**src/verilog/rcs_pkg.sv**
```systemverilog
// Shared constants, register map and types of the ripple calibration sequencer
package rcs_pkg;

  // Clock and time base
  localparam int CLK_KHZ = 40000;
  localparam int TICK_US = 100;
  localparam int TICK_CYCLES = (TICK_US * CLK_KHZ) / 1000;

  // Calibration durations
  localparam int FULL_CAL_MS = 85;
  localparam int QUICK_CAL_MS = 8;
  localparam int FULL_CAL_TICKS = (FULL_CAL_MS * 1000) / TICK_US;
  localparam int QUICK_CAL_TICKS = (QUICK_CAL_MS * 1000) / TICK_US;
  localparam int N_AMPS = 9;

  // Schedule base interval in ticks, doubled per code step
  localparam int SCHED_BASE_TICKS = 10000;

  // Register byte offsets
  localparam logic [7:0] OFS_CTRL = 8'h00;
  localparam logic [7:0] OFS_TRIG = 8'h04;
  localparam logic [7:0] OFS_SWITCH = 8'h08;
  localparam logic [7:0] OFS_STATUS = 8'h0C;
  localparam logic [7:0] OFS_IRQ_STAT = 8'h10;
  localparam logic [7:0] OFS_IRQ_MASK = 8'h14;

  // Trigger register bit positions
  localparam int CAL_TRIGGER_BIT = 0;
  localparam int TRIG_SOFT_RST_BIT = 1;

  // Event bit positions in status and mask
  localparam int EV_CAL_DONE = 0;
  localparam int EV_HV_BROWNOUT = 1;
  localparam int EV_OUT_ERR = 2;
  localparam int N_EVENTS = 3;

  // Output gain codes
  localparam logic [1:0] SCALE_UNITY = 2'h0;
  localparam logic [1:0] SCALE_1P25 = 2'h1;
  localparam logic [1:0] SCALE_1P375 = 2'h2;

  typedef struct packed {
    logic busy_dir;
    logic busy_en;
    logic [1:0] out_scale;
    logic cp_clk_slow;
    logic [2:0] sched_en;
    logic cal_sel;
  } rcs_ctrl_type;

  localparam rcs_ctrl_type CTRL_RESET = '{busy_dir: 1'b0, busy_en: 1'b0,
                                           out_scale: SCALE_UNITY, cp_clk_slow: 1'b0,
                                           sched_en: 3'h0, cal_sel: 1'b0};

  typedef struct packed {
    logic test_neg_switch;
    logic test_pos_switch;
    logic input_b_neg_switch;
    logic input_b_pos_switch;
    logic input_a_neg_switch;
    logic input_a_pos_switch;
  } rcs_sw_type;

  localparam rcs_sw_type SW_RESET = '{default: 1'b0};
  localparam rcs_sw_type SW_CAL = '{test_neg_switch: 1'b1, test_pos_switch: 1'b1,
                                     default: 1'b0};

  typedef enum logic [1:0] {
    ST_IDLE = 2'b00,
    ST_FULL = 2'b01,
    ST_QUICK_ALL = 2'b10,
    ST_QUICK_ADJ = 2'b11
  } rcs_state_type;

endpackage

```
**src/verilog/rcs_sequencer.sv**
```systemverilog
// Ripple calibration sequencer with APB registers, supply and output monitors
// Function
// - Auto calibration at power-on, brown-out, soft reset
// - During calibration open inputs, close test switches
// - Restore input switches after calibration ends
// - Select bit picks full or quick type
// - Full: amplifiers in turn, about 85 ms
// - Automatic calibrations are always full type
// - Quick: all at once, then adjust, 8 ms
// - No extra calibrations without schedule or trigger
// - Schedule field repeats calibrations at set interval
// - Trigger bit write starts selected calibration type
// - Brown-out flag when a high rail sags
// - Output error flag on output saturation
// - Charge pump clock 16 MHz, optionally 8
// - Two bits select one of three gains
// - Busy pin active while calibration runs
`timescale 1ns/1ps
module rcs_sequencer #(
  parameter int TICK_CYCLES = rcs_pkg::TICK_CYCLES,
  parameter int FULL_TICKS = rcs_pkg::FULL_CAL_TICKS,
  parameter int QUICK_TICKS = rcs_pkg::QUICK_CAL_TICKS,
  parameter int N_AMPS = rcs_pkg::N_AMPS,
  parameter int SCHED_BASE = rcs_pkg::SCHED_BASE_TICKS
) (
  // Clock and reset
  input wire logic CLK,
  input wire logic SYS_RST,
  // APB slave
  input wire logic PSEL,
  input wire logic PENABLE,
  input wire logic PWRITE,
  input wire logic [7:0] PADDR,
  input wire logic [31:0] PWDATA,
  output logic [31:0] PRDATA,
  output logic PREADY,
  output logic PSLVERR,
  // Supply and output comparators
  input wire logic HV_POS_RAIL_LOW,
  input wire logic HV_NEG_RAIL_LOW,
  input wire logic OUT_SAT_HIGH,
  input wire logic OUT_SAT_LOW,
  // Switch drive
  output rcs_pkg::rcs_sw_type SWITCH_DRIVE,
  // Calibration engine control
  output logic CAL_ACTIVE,
  output logic CAL_FULL_TYPE,
  output logic CAL_ALL_AMPS,
  output logic [3:0] CAL_AMP_IDX,
  // Analog configuration
  output logic CP_CLK_SLOW,
  output logic [1:0] OUT_SCALE_SEL,
  // Busy pin
  output logic CAL_BUSY_O,
  output logic CAL_BUSY_OE,
  // Interrupt
  output logic IRQ
);

  localparam int NE = rcs_pkg::N_EVENTS;
  localparam logic [9:0] FULL_LAST = 10'(FULL_TICKS - 1);
  localparam logic [9:0] FULL_SLOT = 10'(FULL_TICKS / N_AMPS);
  localparam logic [9:0] QALL_LAST = 10'(QUICK_TICKS / 2 - 1);
  localparam logic [9:0] QUICK_LAST = 10'(QUICK_TICKS - 1);
  localparam logic [9:0] QUICK_SLOT = 10'((QUICK_TICKS - QUICK_TICKS / 2) / N_AMPS);
  localparam logic [3:0] AMP_LAST = 4'(N_AMPS - 1);
  localparam logic [23:0] SCHED_UNIT = 24'(SCHED_BASE);

  typedef struct packed {
    rcs_pkg::rcs_state_type st;
    logic [9:0] cnt_tot;
    logic [9:0] cnt_slot;
    logic [3:0] amp;
    logic cur_full;
    rcs_pkg::rcs_ctrl_type ctrl;
    rcs_pkg::rcs_sw_type sw;
    logic pend_full;
    logic pend_trig;
    logic pend_sched;
    logic [23:0] sched_cnt;
    logic [NE-1:0] stat;
    logic [NE-1:0] mask;
    logic [3:0] sync1;
    logic [3:0] sync2;
    logic bo_prev;
    logic [31:0] prdata;
    logic pslverr;
  } rcs_top_type;

  rcs_top_type s_ff;
  rcs_top_type nxt_s;
  logic tick;

  // 100 us time base for all calibration and schedule timing
  rcs_tick_div #(
    .DIV(TICK_CYCLES)
  ) u_tick (
    .clk(CLK),
    .rst(SYS_RST),
    .tick(tick)
  );

  function automatic logic addr_ok(input logic [7:0] a);
    addr_ok = (a == rcs_pkg::OFS_CTRL) || (a == rcs_pkg::OFS_TRIG) ||
              (a == rcs_pkg::OFS_SWITCH) || (a == rcs_pkg::OFS_STATUS) ||
              (a == rcs_pkg::OFS_IRQ_STAT) || (a == rcs_pkg::OFS_IRQ_MASK);
  endfunction

  logic busy;
  logic wr;
  logic brownout;
  logic saturated;
  logic [NE-1:0] ev;
  logic [NE-1:0] w1c;
  logic [23:0] interval;
  logic [2:0] sched_code;
  logic start_full;

  always_comb begin
    nxt_s = s_ff;
    busy = (s_ff.st != rcs_pkg::ST_IDLE);
    wr = PSEL && PENABLE && PWRITE && addr_ok(PADDR);
    ev = '0;
    w1c = '0;
    start_full = 1'b0;
    sched_code = s_ff.ctrl.sched_en;
    interval = SCHED_UNIT << (sched_code - 3'h1);

    // Comparator pins cross in through two flops
    nxt_s.sync1 = {HV_POS_RAIL_LOW, HV_NEG_RAIL_LOW, OUT_SAT_HIGH, OUT_SAT_LOW};
    nxt_s.sync2 = s_ff.sync1;
    brownout = s_ff.sync2[3] | s_ff.sync2[2];
    saturated = s_ff.sync2[1] | s_ff.sync2[0];
    nxt_s.bo_prev = brownout;
    ev[rcs_pkg::EV_HV_BROWNOUT] = brownout;
    ev[rcs_pkg::EV_OUT_ERR] = saturated;
    if (brownout && !s_ff.bo_prev) begin
      nxt_s.pend_full = 1'b1;
    end

    // periodic request; code zero never fires
    if (sched_code == 3'h0) begin
      nxt_s.sched_cnt = '0;
    end else if (tick) begin
      if (s_ff.sched_cnt >= interval - 24'h000001) begin
        nxt_s.sched_cnt = '0;
        nxt_s.pend_sched = 1'b1;
      end else begin
        nxt_s.sched_cnt = s_ff.sched_cnt + 24'h000001;
      end
    end

    unique case (s_ff.st)
      rcs_pkg::ST_IDLE: begin
        // queued requests served only from idle
        if (s_ff.pend_full || s_ff.pend_trig || s_ff.pend_sched) begin
          // automatic requests force full; type select
          start_full = s_ff.pend_full || !s_ff.ctrl.cal_sel;
          nxt_s.cur_full = start_full;
          if (s_ff.pend_full) begin
            nxt_s.pend_full = 1'b0;
          end else begin
            nxt_s.pend_trig = 1'b0;
            nxt_s.pend_sched = 1'b0;
          end
          nxt_s.cnt_tot = '0;
          nxt_s.cnt_slot = '0;
          nxt_s.amp = '0;
          nxt_s.st = start_full ? rcs_pkg::ST_FULL : rcs_pkg::ST_QUICK_ALL;
        end
      end
      rcs_pkg::ST_FULL: begin
        if (tick) begin
          nxt_s.cnt_tot = s_ff.cnt_tot + 10'h001;
          nxt_s.cnt_slot = s_ff.cnt_slot + 10'h001;
          if (s_ff.cnt_slot == FULL_SLOT - 10'h001 && s_ff.amp != AMP_LAST) begin
            nxt_s.amp = s_ff.amp + 4'h1;
            nxt_s.cnt_slot = '0;
          end
          if (s_ff.cnt_tot == FULL_LAST) begin
            nxt_s.st = rcs_pkg::ST_IDLE;
            ev[rcs_pkg::EV_CAL_DONE] = 1'b1;
          end
        end
      end
      rcs_pkg::ST_QUICK_ALL: begin
        // shared code for all amplifiers first
        if (tick) begin
          nxt_s.cnt_tot = s_ff.cnt_tot + 10'h001;
          if (s_ff.cnt_tot == QALL_LAST) begin
            nxt_s.st = rcs_pkg::ST_QUICK_ADJ;
            nxt_s.cnt_slot = '0;
            nxt_s.amp = '0;
          end
        end
      end
      rcs_pkg::ST_QUICK_ADJ: begin
        if (tick) begin
          nxt_s.cnt_tot = s_ff.cnt_tot + 10'h001;
          nxt_s.cnt_slot = s_ff.cnt_slot + 10'h001;
          if (s_ff.cnt_slot == QUICK_SLOT - 10'h001 && s_ff.amp != AMP_LAST) begin
            nxt_s.amp = s_ff.amp + 4'h1;
            nxt_s.cnt_slot = '0;
          end
          if (s_ff.cnt_tot == QUICK_LAST) begin
            nxt_s.st = rcs_pkg::ST_IDLE;
            ev[rcs_pkg::EV_CAL_DONE] = 1'b1;
          end
        end
      end
    endcase

    // Register writes in the access phase
    if (wr) begin
      unique case (PADDR)
        rcs_pkg::OFS_CTRL: begin
          nxt_s.ctrl = rcs_pkg::rcs_ctrl_type'(PWDATA[8:0]);
          if (PWDATA[6:5] == 2'h3) begin
            nxt_s.ctrl.out_scale = rcs_pkg::SCALE_UNITY;
          end
        end
        rcs_pkg::OFS_TRIG: begin
          // software request; no restart of a running one
          if (PWDATA[rcs_pkg::CAL_TRIGGER_BIT]) begin
            nxt_s.pend_trig = 1'b1;
          end
        end
        rcs_pkg::OFS_SWITCH: begin
          // Held off while calibrating so restore is exact
          if (!busy) begin
            nxt_s.sw = rcs_pkg::rcs_sw_type'(PWDATA[5:0]);
          end
        end
        rcs_pkg::OFS_IRQ_STAT: begin
          w1c = PWDATA[NE-1:0];
        end
        rcs_pkg::OFS_IRQ_MASK: begin
          nxt_s.mask = PWDATA[NE-1:0];
        end
        default: begin
        end
      endcase
    end
    // Set beats clear in the same cycle
    nxt_s.stat = (s_ff.stat & ~w1c) | ev;

    // soft reset restores control and switch defaults and queues full calibration
    if (wr && PADDR == rcs_pkg::OFS_TRIG && PWDATA[rcs_pkg::TRIG_SOFT_RST_BIT]) begin
      nxt_s.st = rcs_pkg::ST_IDLE;
      nxt_s.ctrl = rcs_pkg::CTRL_RESET;
      nxt_s.sw = rcs_pkg::SW_RESET;
      nxt_s.pend_full = 1'b1;
      nxt_s.pend_trig = 1'b0;
      nxt_s.pend_sched = 1'b0;
      nxt_s.sched_cnt = '0;
      nxt_s.cnt_tot = '0;
      nxt_s.cnt_slot = '0;
      nxt_s.amp = '0;
    end

    // Read data captured in the setup phase, answered with no wait
    if (PSEL && !PENABLE) begin
      nxt_s.pslverr = !addr_ok(PADDR);
      unique case (PADDR)
        rcs_pkg::OFS_CTRL: nxt_s.prdata = {23'h000000, s_ff.ctrl};
        rcs_pkg::OFS_TRIG: nxt_s.prdata = {31'h00000000, s_ff.pend_trig};
        rcs_pkg::OFS_SWITCH: nxt_s.prdata = {26'h0000000, s_ff.sw};
        rcs_pkg::OFS_STATUS: nxt_s.prdata = {20'h00000, s_ff.amp, 2'h0, s_ff.st,
                                             s_ff.pend_sched, s_ff.pend_full,
                                             s_ff.cur_full, busy};
        rcs_pkg::OFS_IRQ_STAT: nxt_s.prdata = {29'h00000000, s_ff.stat};
        rcs_pkg::OFS_IRQ_MASK: nxt_s.prdata = {29'h00000000, s_ff.mask};
        default: nxt_s.prdata = 32'h00000000;
      endcase
    end
  end

  always_ff @(posedge CLK) begin
    if (SYS_RST) begin
      s_ff <= '0;
      s_ff.ctrl <= rcs_pkg::CTRL_RESET;
      s_ff.sw <= rcs_pkg::SW_RESET;
      // power-on calibration queued out of reset
      s_ff.pend_full <= 1'b1;
    end else begin
      s_ff <= nxt_s;
    end
  end

  assign PREADY = PSEL && PENABLE;
  assign PRDATA = s_ff.prdata;
  assign PSLVERR = PSEL && PENABLE && s_ff.pslverr;

  // calibration override; stored settings return after
  assign SWITCH_DRIVE = (s_ff.st != rcs_pkg::ST_IDLE) ? rcs_pkg::SW_CAL : s_ff.sw;

  assign CAL_ACTIVE = (s_ff.st != rcs_pkg::ST_IDLE);
  assign CAL_FULL_TYPE = s_ff.cur_full;
  assign CAL_ALL_AMPS = (s_ff.st == rcs_pkg::ST_QUICK_ALL);
  assign CAL_AMP_IDX = s_ff.amp;

  assign CP_CLK_SLOW = s_ff.ctrl.cp_clk_slow;
  assign OUT_SCALE_SEL = s_ff.ctrl.out_scale;

  // busy pin follows the running calibration
  assign CAL_BUSY_O = s_ff.ctrl.busy_en && (s_ff.st != rcs_pkg::ST_IDLE);
  assign CAL_BUSY_OE = s_ff.ctrl.busy_dir;

  assign IRQ = |(s_ff.stat & s_ff.mask);

endmodule

```
**src/verilog/rcs_tick_div.sv**
```systemverilog
// Divider that issues a one-cycle enable pulse every DIV clock cycles
`timescale 1ns/1ps
module rcs_tick_div #(
  parameter int DIV = 4000
) (
  // Clock and reset
  input wire logic clk,
  input wire logic rst,
  // Enable pulse
  output logic tick
);

  typedef struct packed {
    logic [15:0] cnt;
    logic tick;
  } rcs_div_type;

  localparam logic [15:0] LAST = 16'(DIV - 1);

  rcs_div_type s_ff;
  rcs_div_type nxt_s;

  always_comb begin
    nxt_s = s_ff;
    nxt_s.tick = 1'b0;
    if (s_ff.cnt == LAST) begin
      nxt_s.cnt = 16'h0000;
      nxt_s.tick = 1'b1;
    end else begin
      nxt_s.cnt = s_ff.cnt + 16'h0001;
    end
  end

  always_ff @(posedge clk) begin
    if (rst) begin
      s_ff <= '0;
    end else begin
      s_ff <= nxt_s;
    end
  end

  assign tick = s_ff.tick;

endmodule
```
**config.mk**
```make
export PLATFORM = sky130hd
export DESIGN_NAME = rcs_sequencer
export DESIGN_NICKNAME = d
export VERILOG_FILES = /design/src/verilog/rcs_pkg.sv /design/src/verilog/rcs_sequencer.sv /design/src/verilog/rcs_tick_div.sv
export SDC_FILE = /design/constraint.sdc
export NUM_CORES = 1
export LEC_CHECK = 0
export BUFFER_PORTS_ARGS = -buffer_cell sky130_fd_sc_hd__buf_4
export CAP_MARGIN = 15
export CORE_MARGIN = 1
export CORE_UTILIZATION = 57
export DETAILED_ROUTE_END_ITERATION = 10
export PLACE_DENSITY = 0.8
export SYNTH_ARGS = -nofsm -noshare
export SYNTH_HDL_FRONTEND = slang
export SYNTH_SLANG_ARGS = --single-unit
export TNS_END_PERCENT = 5
```
**constraint.sdc**
```tcl
create_clock -name CLK -period 4.4 [get_ports CLK]
set_clock_uncertainty 0.1 [all_clocks]
set_input_delay 0.44 -clock CLK [delete_from_list [all_inputs] [get_ports CLK]]
set_output_delay 0.44 -clock CLK [all_outputs]
set_load 0.05 [all_outputs]
```
* Word level (Yosys, flattened, before mapping)
Cells that the tools add are included.
** Storage, ports and cells
- Register bits after elaboration :: 134
- Bits in latches :: 0
- Memory bits (writable) :: 0
- ROM bits :: 0
- Input bits :: 49
- Output and inout bits :: 53
- Memories :: 0
** Cells by class
- $add $sub $neg :: 7
- $mul :: 0
- Divide/modulo/power cells :: 0
- Magnitude comparators :: 1
- Eq/ne operators :: 25
- Shift operators :: 1
- Mux-type cells :: 35
- Bitwise logic cells :: 7
- Reductions and logical operators :: 39
** Operators by type and width (count)
- $pmux 26 s4 :: 1
- $mux 26 :: 3
- $pmux 12 s6 :: 1
- $mux 14 :: 3
- $mux 27 :: 1
- $mux 25 :: 1
- $add 24x1->24 const B :: 1
- $ge 24x24->1 :: 1
- $mux 24 :: 1
- $shl 14x3->24 const A :: 1
- $sub 24x1->24 const B :: 1
- $add 10x1->10 const B :: 2
- $eq 10x7->1 const B :: 2
- $add 16x1->16 const B :: 1
- $eq 16x12->1 const B :: 1
- $eq 8x4->1 const B :: 2
- $eq 8x5->1 const B :: 2
- $reduce_and 7->1 :: 2
- $mux 1 :: 12
- $mux 2 :: 6
- $mux 3 :: 4
- $logic_and 1x1->1 :: 11
- $eq 10x10->1 const B :: 1
- $eq 10x2->1 const B :: 1
- 28 further kinds :: 53

* Logic depth before layout (Yosys ltp)
- Depth after elaboration :: 13
- Gate-level depth with buffers :: 16
- Gate-level depth less buffers :: 15

* Cells and area by module
From an unflattened synthesis, not the netlist that was laid out.
** Second synthesis, totals
- Cell total of the unflattened synthesis :: 750
- Area total of the unflattened synthesis :: 6286.0 µm²
** By module, submodules not included
- rcs_sequencer :: instances 1, cells an instance 669, area an instance 5540.3 µm²
- rcs_tick_div :: instances 1, cells an instance 81, area an instance 745.7 µm²

* Least setup slack after synthesis
Ideal clock, no wire load.
- Path type :: register -> register
- From :: register s_ff (netlist bit sched_code[0])
- To :: register s_ff[51] (netlist bit)
- Arrival :: 3525 ps
- Data required time :: 4173 ps
- Slack :: 648 ps
- Cell stages (with the launch flop) :: 15
- Path buffers :: 1
- Cells stage by stage :: dfxtp_1 clkinv_1 ha_1 xnor2_1 nand4b_1 a21oi_1 o21ai_0 a222oi_1 ha_1 nand4_1 o31ai_1 a221oi_1 a2111oi_2 buf_2 nor3_1
** On the way
- Cells in the longest elaborated chain, start to end :: 5
- Elaborated cells between the ends (all ways) :: 7
** RTL lines
- start, declared :: RTL line rcs_sequencer.sv:90 : rcs_top_type s_ff;
- start signal, assigned :: RTL line rcs_sequencer.sv:286 : s_ff <= nxt_s;
- $sub 3x1->3 :: RTL line rcs_sequencer.sv:127 : interval = SCHED_UNIT << (sched_code - 3'h1);
- $shl 14x3->24 :: RTL line rcs_sequencer.sv:127
- $sub 24x1->24 :: RTL line rcs_sequencer.sv:145 : if (s_ff.sched_cnt >= interval - 24'h000001) begin
- $ge 24x24->1 :: RTL line rcs_sequencer.sv:145
- $mux 24 :: RTL line rcs_sequencer.sv:145
Parallel ways exist; a longest one is shown, timed or not.
A chain may end at the register's enable or synchronous reset.

* Worst setup path in the final report
- From :: register s_ff (netlist bit sched_code[1])
- To :: register s_ff[50] (netlist bit)
Same word-level chain as after synthesis.

==> results.ini <==
[logic_synthesis]
yosys_warnings=0
ys_top_cells_by_count=dfxtp_1 (114), nor2_1 (86), nand2_1 (57)
synthCells=771
synth_area_leader_cell=dfxtp_1
synthArstFlopShare=0
synth_most_common_cell=dfxtp_1
synth.area.top_cells=dfxtp_1 (35%), ha_1 (6.5%), nor2_1 (5.0%)
ys_seq_area_frac=0.3502
synth_top_area_frac=0.3502
synth_area_per_cell_um2=8.453
netlist_area_mm2=0.006518
synth-main-ff-cell=dfxtp_1
ys_seq_elements=114
synth_cell_types=77
synth_edf_count=0

[placement]
port_buffers=58
place_area_mm2=0.006823
gp_congestion=0.8689
dp_hpwl_um=10770

[clock_network]
htreeDepth=4
clk_pin_slew_ns=0.05
cts_tree=built
cts.sinks=114
clk_latency_ns=0.43
cts_made_buffers=17
post_cts.repair.setup_buffers=0
ctsHoldBuffers=0
root_buffer=clkbuf_16
post_cts_resized=0
cts.path.max_buffers=2

[sta]
relSlewSlack=0.3950
worstMarginPinSlew_ns=0.8992
tns_ns=0
period_needed_ns=4.044
hold_viol_final=0
rsz0062_at_grt=false
setup_viol_count_final=0
fin_crit_sh=0.9191
max_freq_mhz=247.3
slew_violations=0

[final_layout]
stdcell_area_mm2=0.007393
layout-drive-gt1-share=0.1437
areaGrowthSynthToFinish_pct=13.44
final_nets=891
diodes=0
fillCellCount=857

[hold_path]
min_path_type=input pin to register
min_from=OUT_SAT_LOW

[global_route]
grt_max_degree=36
grtUsageTotal=0.2714
overflow=0
first_global_vias=5353
antenna_found_initial=0
grt_pass1_wl_um=25210

[die]
die_w_um=108.9
die-area_mm2=0.01187
io_pins=102
die_y_um=108.9
start_util=0.5934
coreArea_mm2=0.01098
rows=38

[critical_path]
cp.required_ns=4.63
r2r_start=sched_code[1]$_SDFFE_PP0P_
end_kind=register
crit_type=register to register
cp-startpoint=sched_code[1]$_SDFFE_PP0P_
cp_max_fo=21
worst_setup_path_start_kind=register
arrival_ns=4.27

[detailed_routing]
first_pass_iters=5
drt-total-wl_um=15500
vias=5715
drt-vias-per-instance=5.947
drt_iter0_drc=468
drtAntennaViolNets=0
routedWlPerCell_um=16.13
post-route-drc-count=0

[run_status]
status=completed

[pwr]
powerDensity_mw_per_mm2=350.9
ir_drop_mv=0.2820
leakagePower_nw=2.928

[flow_run]
maxCapViolations=0

-- report_power, final --
| part | internal, W | total [W] | switching, W | leakage (nW) |
|---|---|---|---|---|
| combinational | 0.0000571 | 0.000213 | 0.000156 | 1.74 |
| sequential | 0.00105 | 0.00107 | 0.0000205 | 0.922 |
| clock | 0.000795 | 0.00131 | 0.000519 | 0.269 |
-- logic make-up after synthesis --
logic type      synth area share
simple gates              0.2580
flops                     0.3502
buf+inv                  0.08389
xor+xnor                 0.08332
compound gates            0.1382
fa+ha+maj                0.06527
mux                      0.01996
other cells             0.001152
-- layout make-up --
cell class / count / area, um^2 / area share
tap: 140 / 175.2 / 0.02369
inverter: 30 / 112.6 / 0.01523
multi-input combinational: 581 / 3760 / 0.5085
clock buffer: 18 / 439.2 / 0.05940
sequential: 114 / 2282 / 0.3087
clock inverter: 14 / 131.4 / 0.01777
timing repair buffer: 64 / 493.0 / 0.06668
-- path summary, 6_finish.rpt --
| kind | to | slack, ns | depth (start not counted) |
|---|---|---|---|
| setup reg to reg | s_ff[50]$_SDFFE_PP0P_ | 0.36 | 14 |
| hold reg to reg | s_ff[35]$_SDFF_PP0_ | 0.33 | 1 |
| hold / removal | nxt_s[34]$_SDFF_PP0_ | 0.13 | 2 |
| setup / recovery | s_ff[50]$_SDFFE_PP0P_ | 0.36 | 14 |
-- sequential cells by signal, summed over array words and instances (netlist names) --
| signal | cells |
|---|---|
| s_ff | 69 |
| u_tick.s_ff | 16 |
| PRDATA | 12 |
| CAL_AMP_IDX | 4 |
| nxt_s | 4 |
| sched_code | 3 |
| OUT_SCALE_SEL | 2 |
| CAL_BUSY_OE | 1 |
| CAL_FULL_TYPE | 1 |
| CP_CLK_SLOW | 1 |
| u_tick.tick | 1 |
-- worst max-delay path, stage by stage (launching register included) --
cell	delay [ns]
dfxtp_1	0.32
inv_1	0.11
ha_1	0.27
xnor2_1	0.44
nand4b_1	0.16
a21oi_1	0.34
o21ai_0	0.17
a222oi_1	0.39
ha_1	0.33
nand4_1	0.12
nor3_1	0.06
a221oi_1	0.51
a2111oi_2	0.18
buf_12	0.19
nor4_1	0.25
-- placed cells by master (no fill, tap or decap), types with 14 or more instances in the layout --
cell	instances
ha_1	34
nor2_1	86
or3_1	15
nand2_1	57
nor3_1	38
conb_1	21
clkbuf_16	17
inv_1	28
buf_4	63
nand3_1	40
a21oi_1	42
xnor2_1	31
and3_1	14
xor2_1	31
o21ai_0	19
dfxtp_1	114
nand4_1	14
-- through the flow --
step / std cells / setup WS, ns / hold slack, ns / util / power (W)
2_1_floorplan: 790 / 0.6477 / 0.3138 / - / 0.001251
5_1_grt: 961 / 0.04851 / 0.1433 / 0.6732 / 0.002672
6_report: 961 / 0.3559 / 0.1320 / 0.6732 / 0.002595
3_5_place_dp: 929 / 0.3761 / 0.3218 / 0.6212 / 0.001298
3_3_place_gp: 929 / 0.6500 / 0.3178 / 0.6212 / 0.001291
4_1_cts: 961 / 0.3562 / 0.1200 / 0.6732 / 0.002602
-- routing by layer --
layer / vias up / track usage / wire (um)
met5: - / 0 / 0
met4: 0 / 0.09170 / 222
met3: 29 / 0.07531 / 1018
met2: 220 / 0.4394 / 7368
met1: 2722 / 0.3461 / 6895
li1: 2744 / - / -
(Power assumes the default switching activity.)
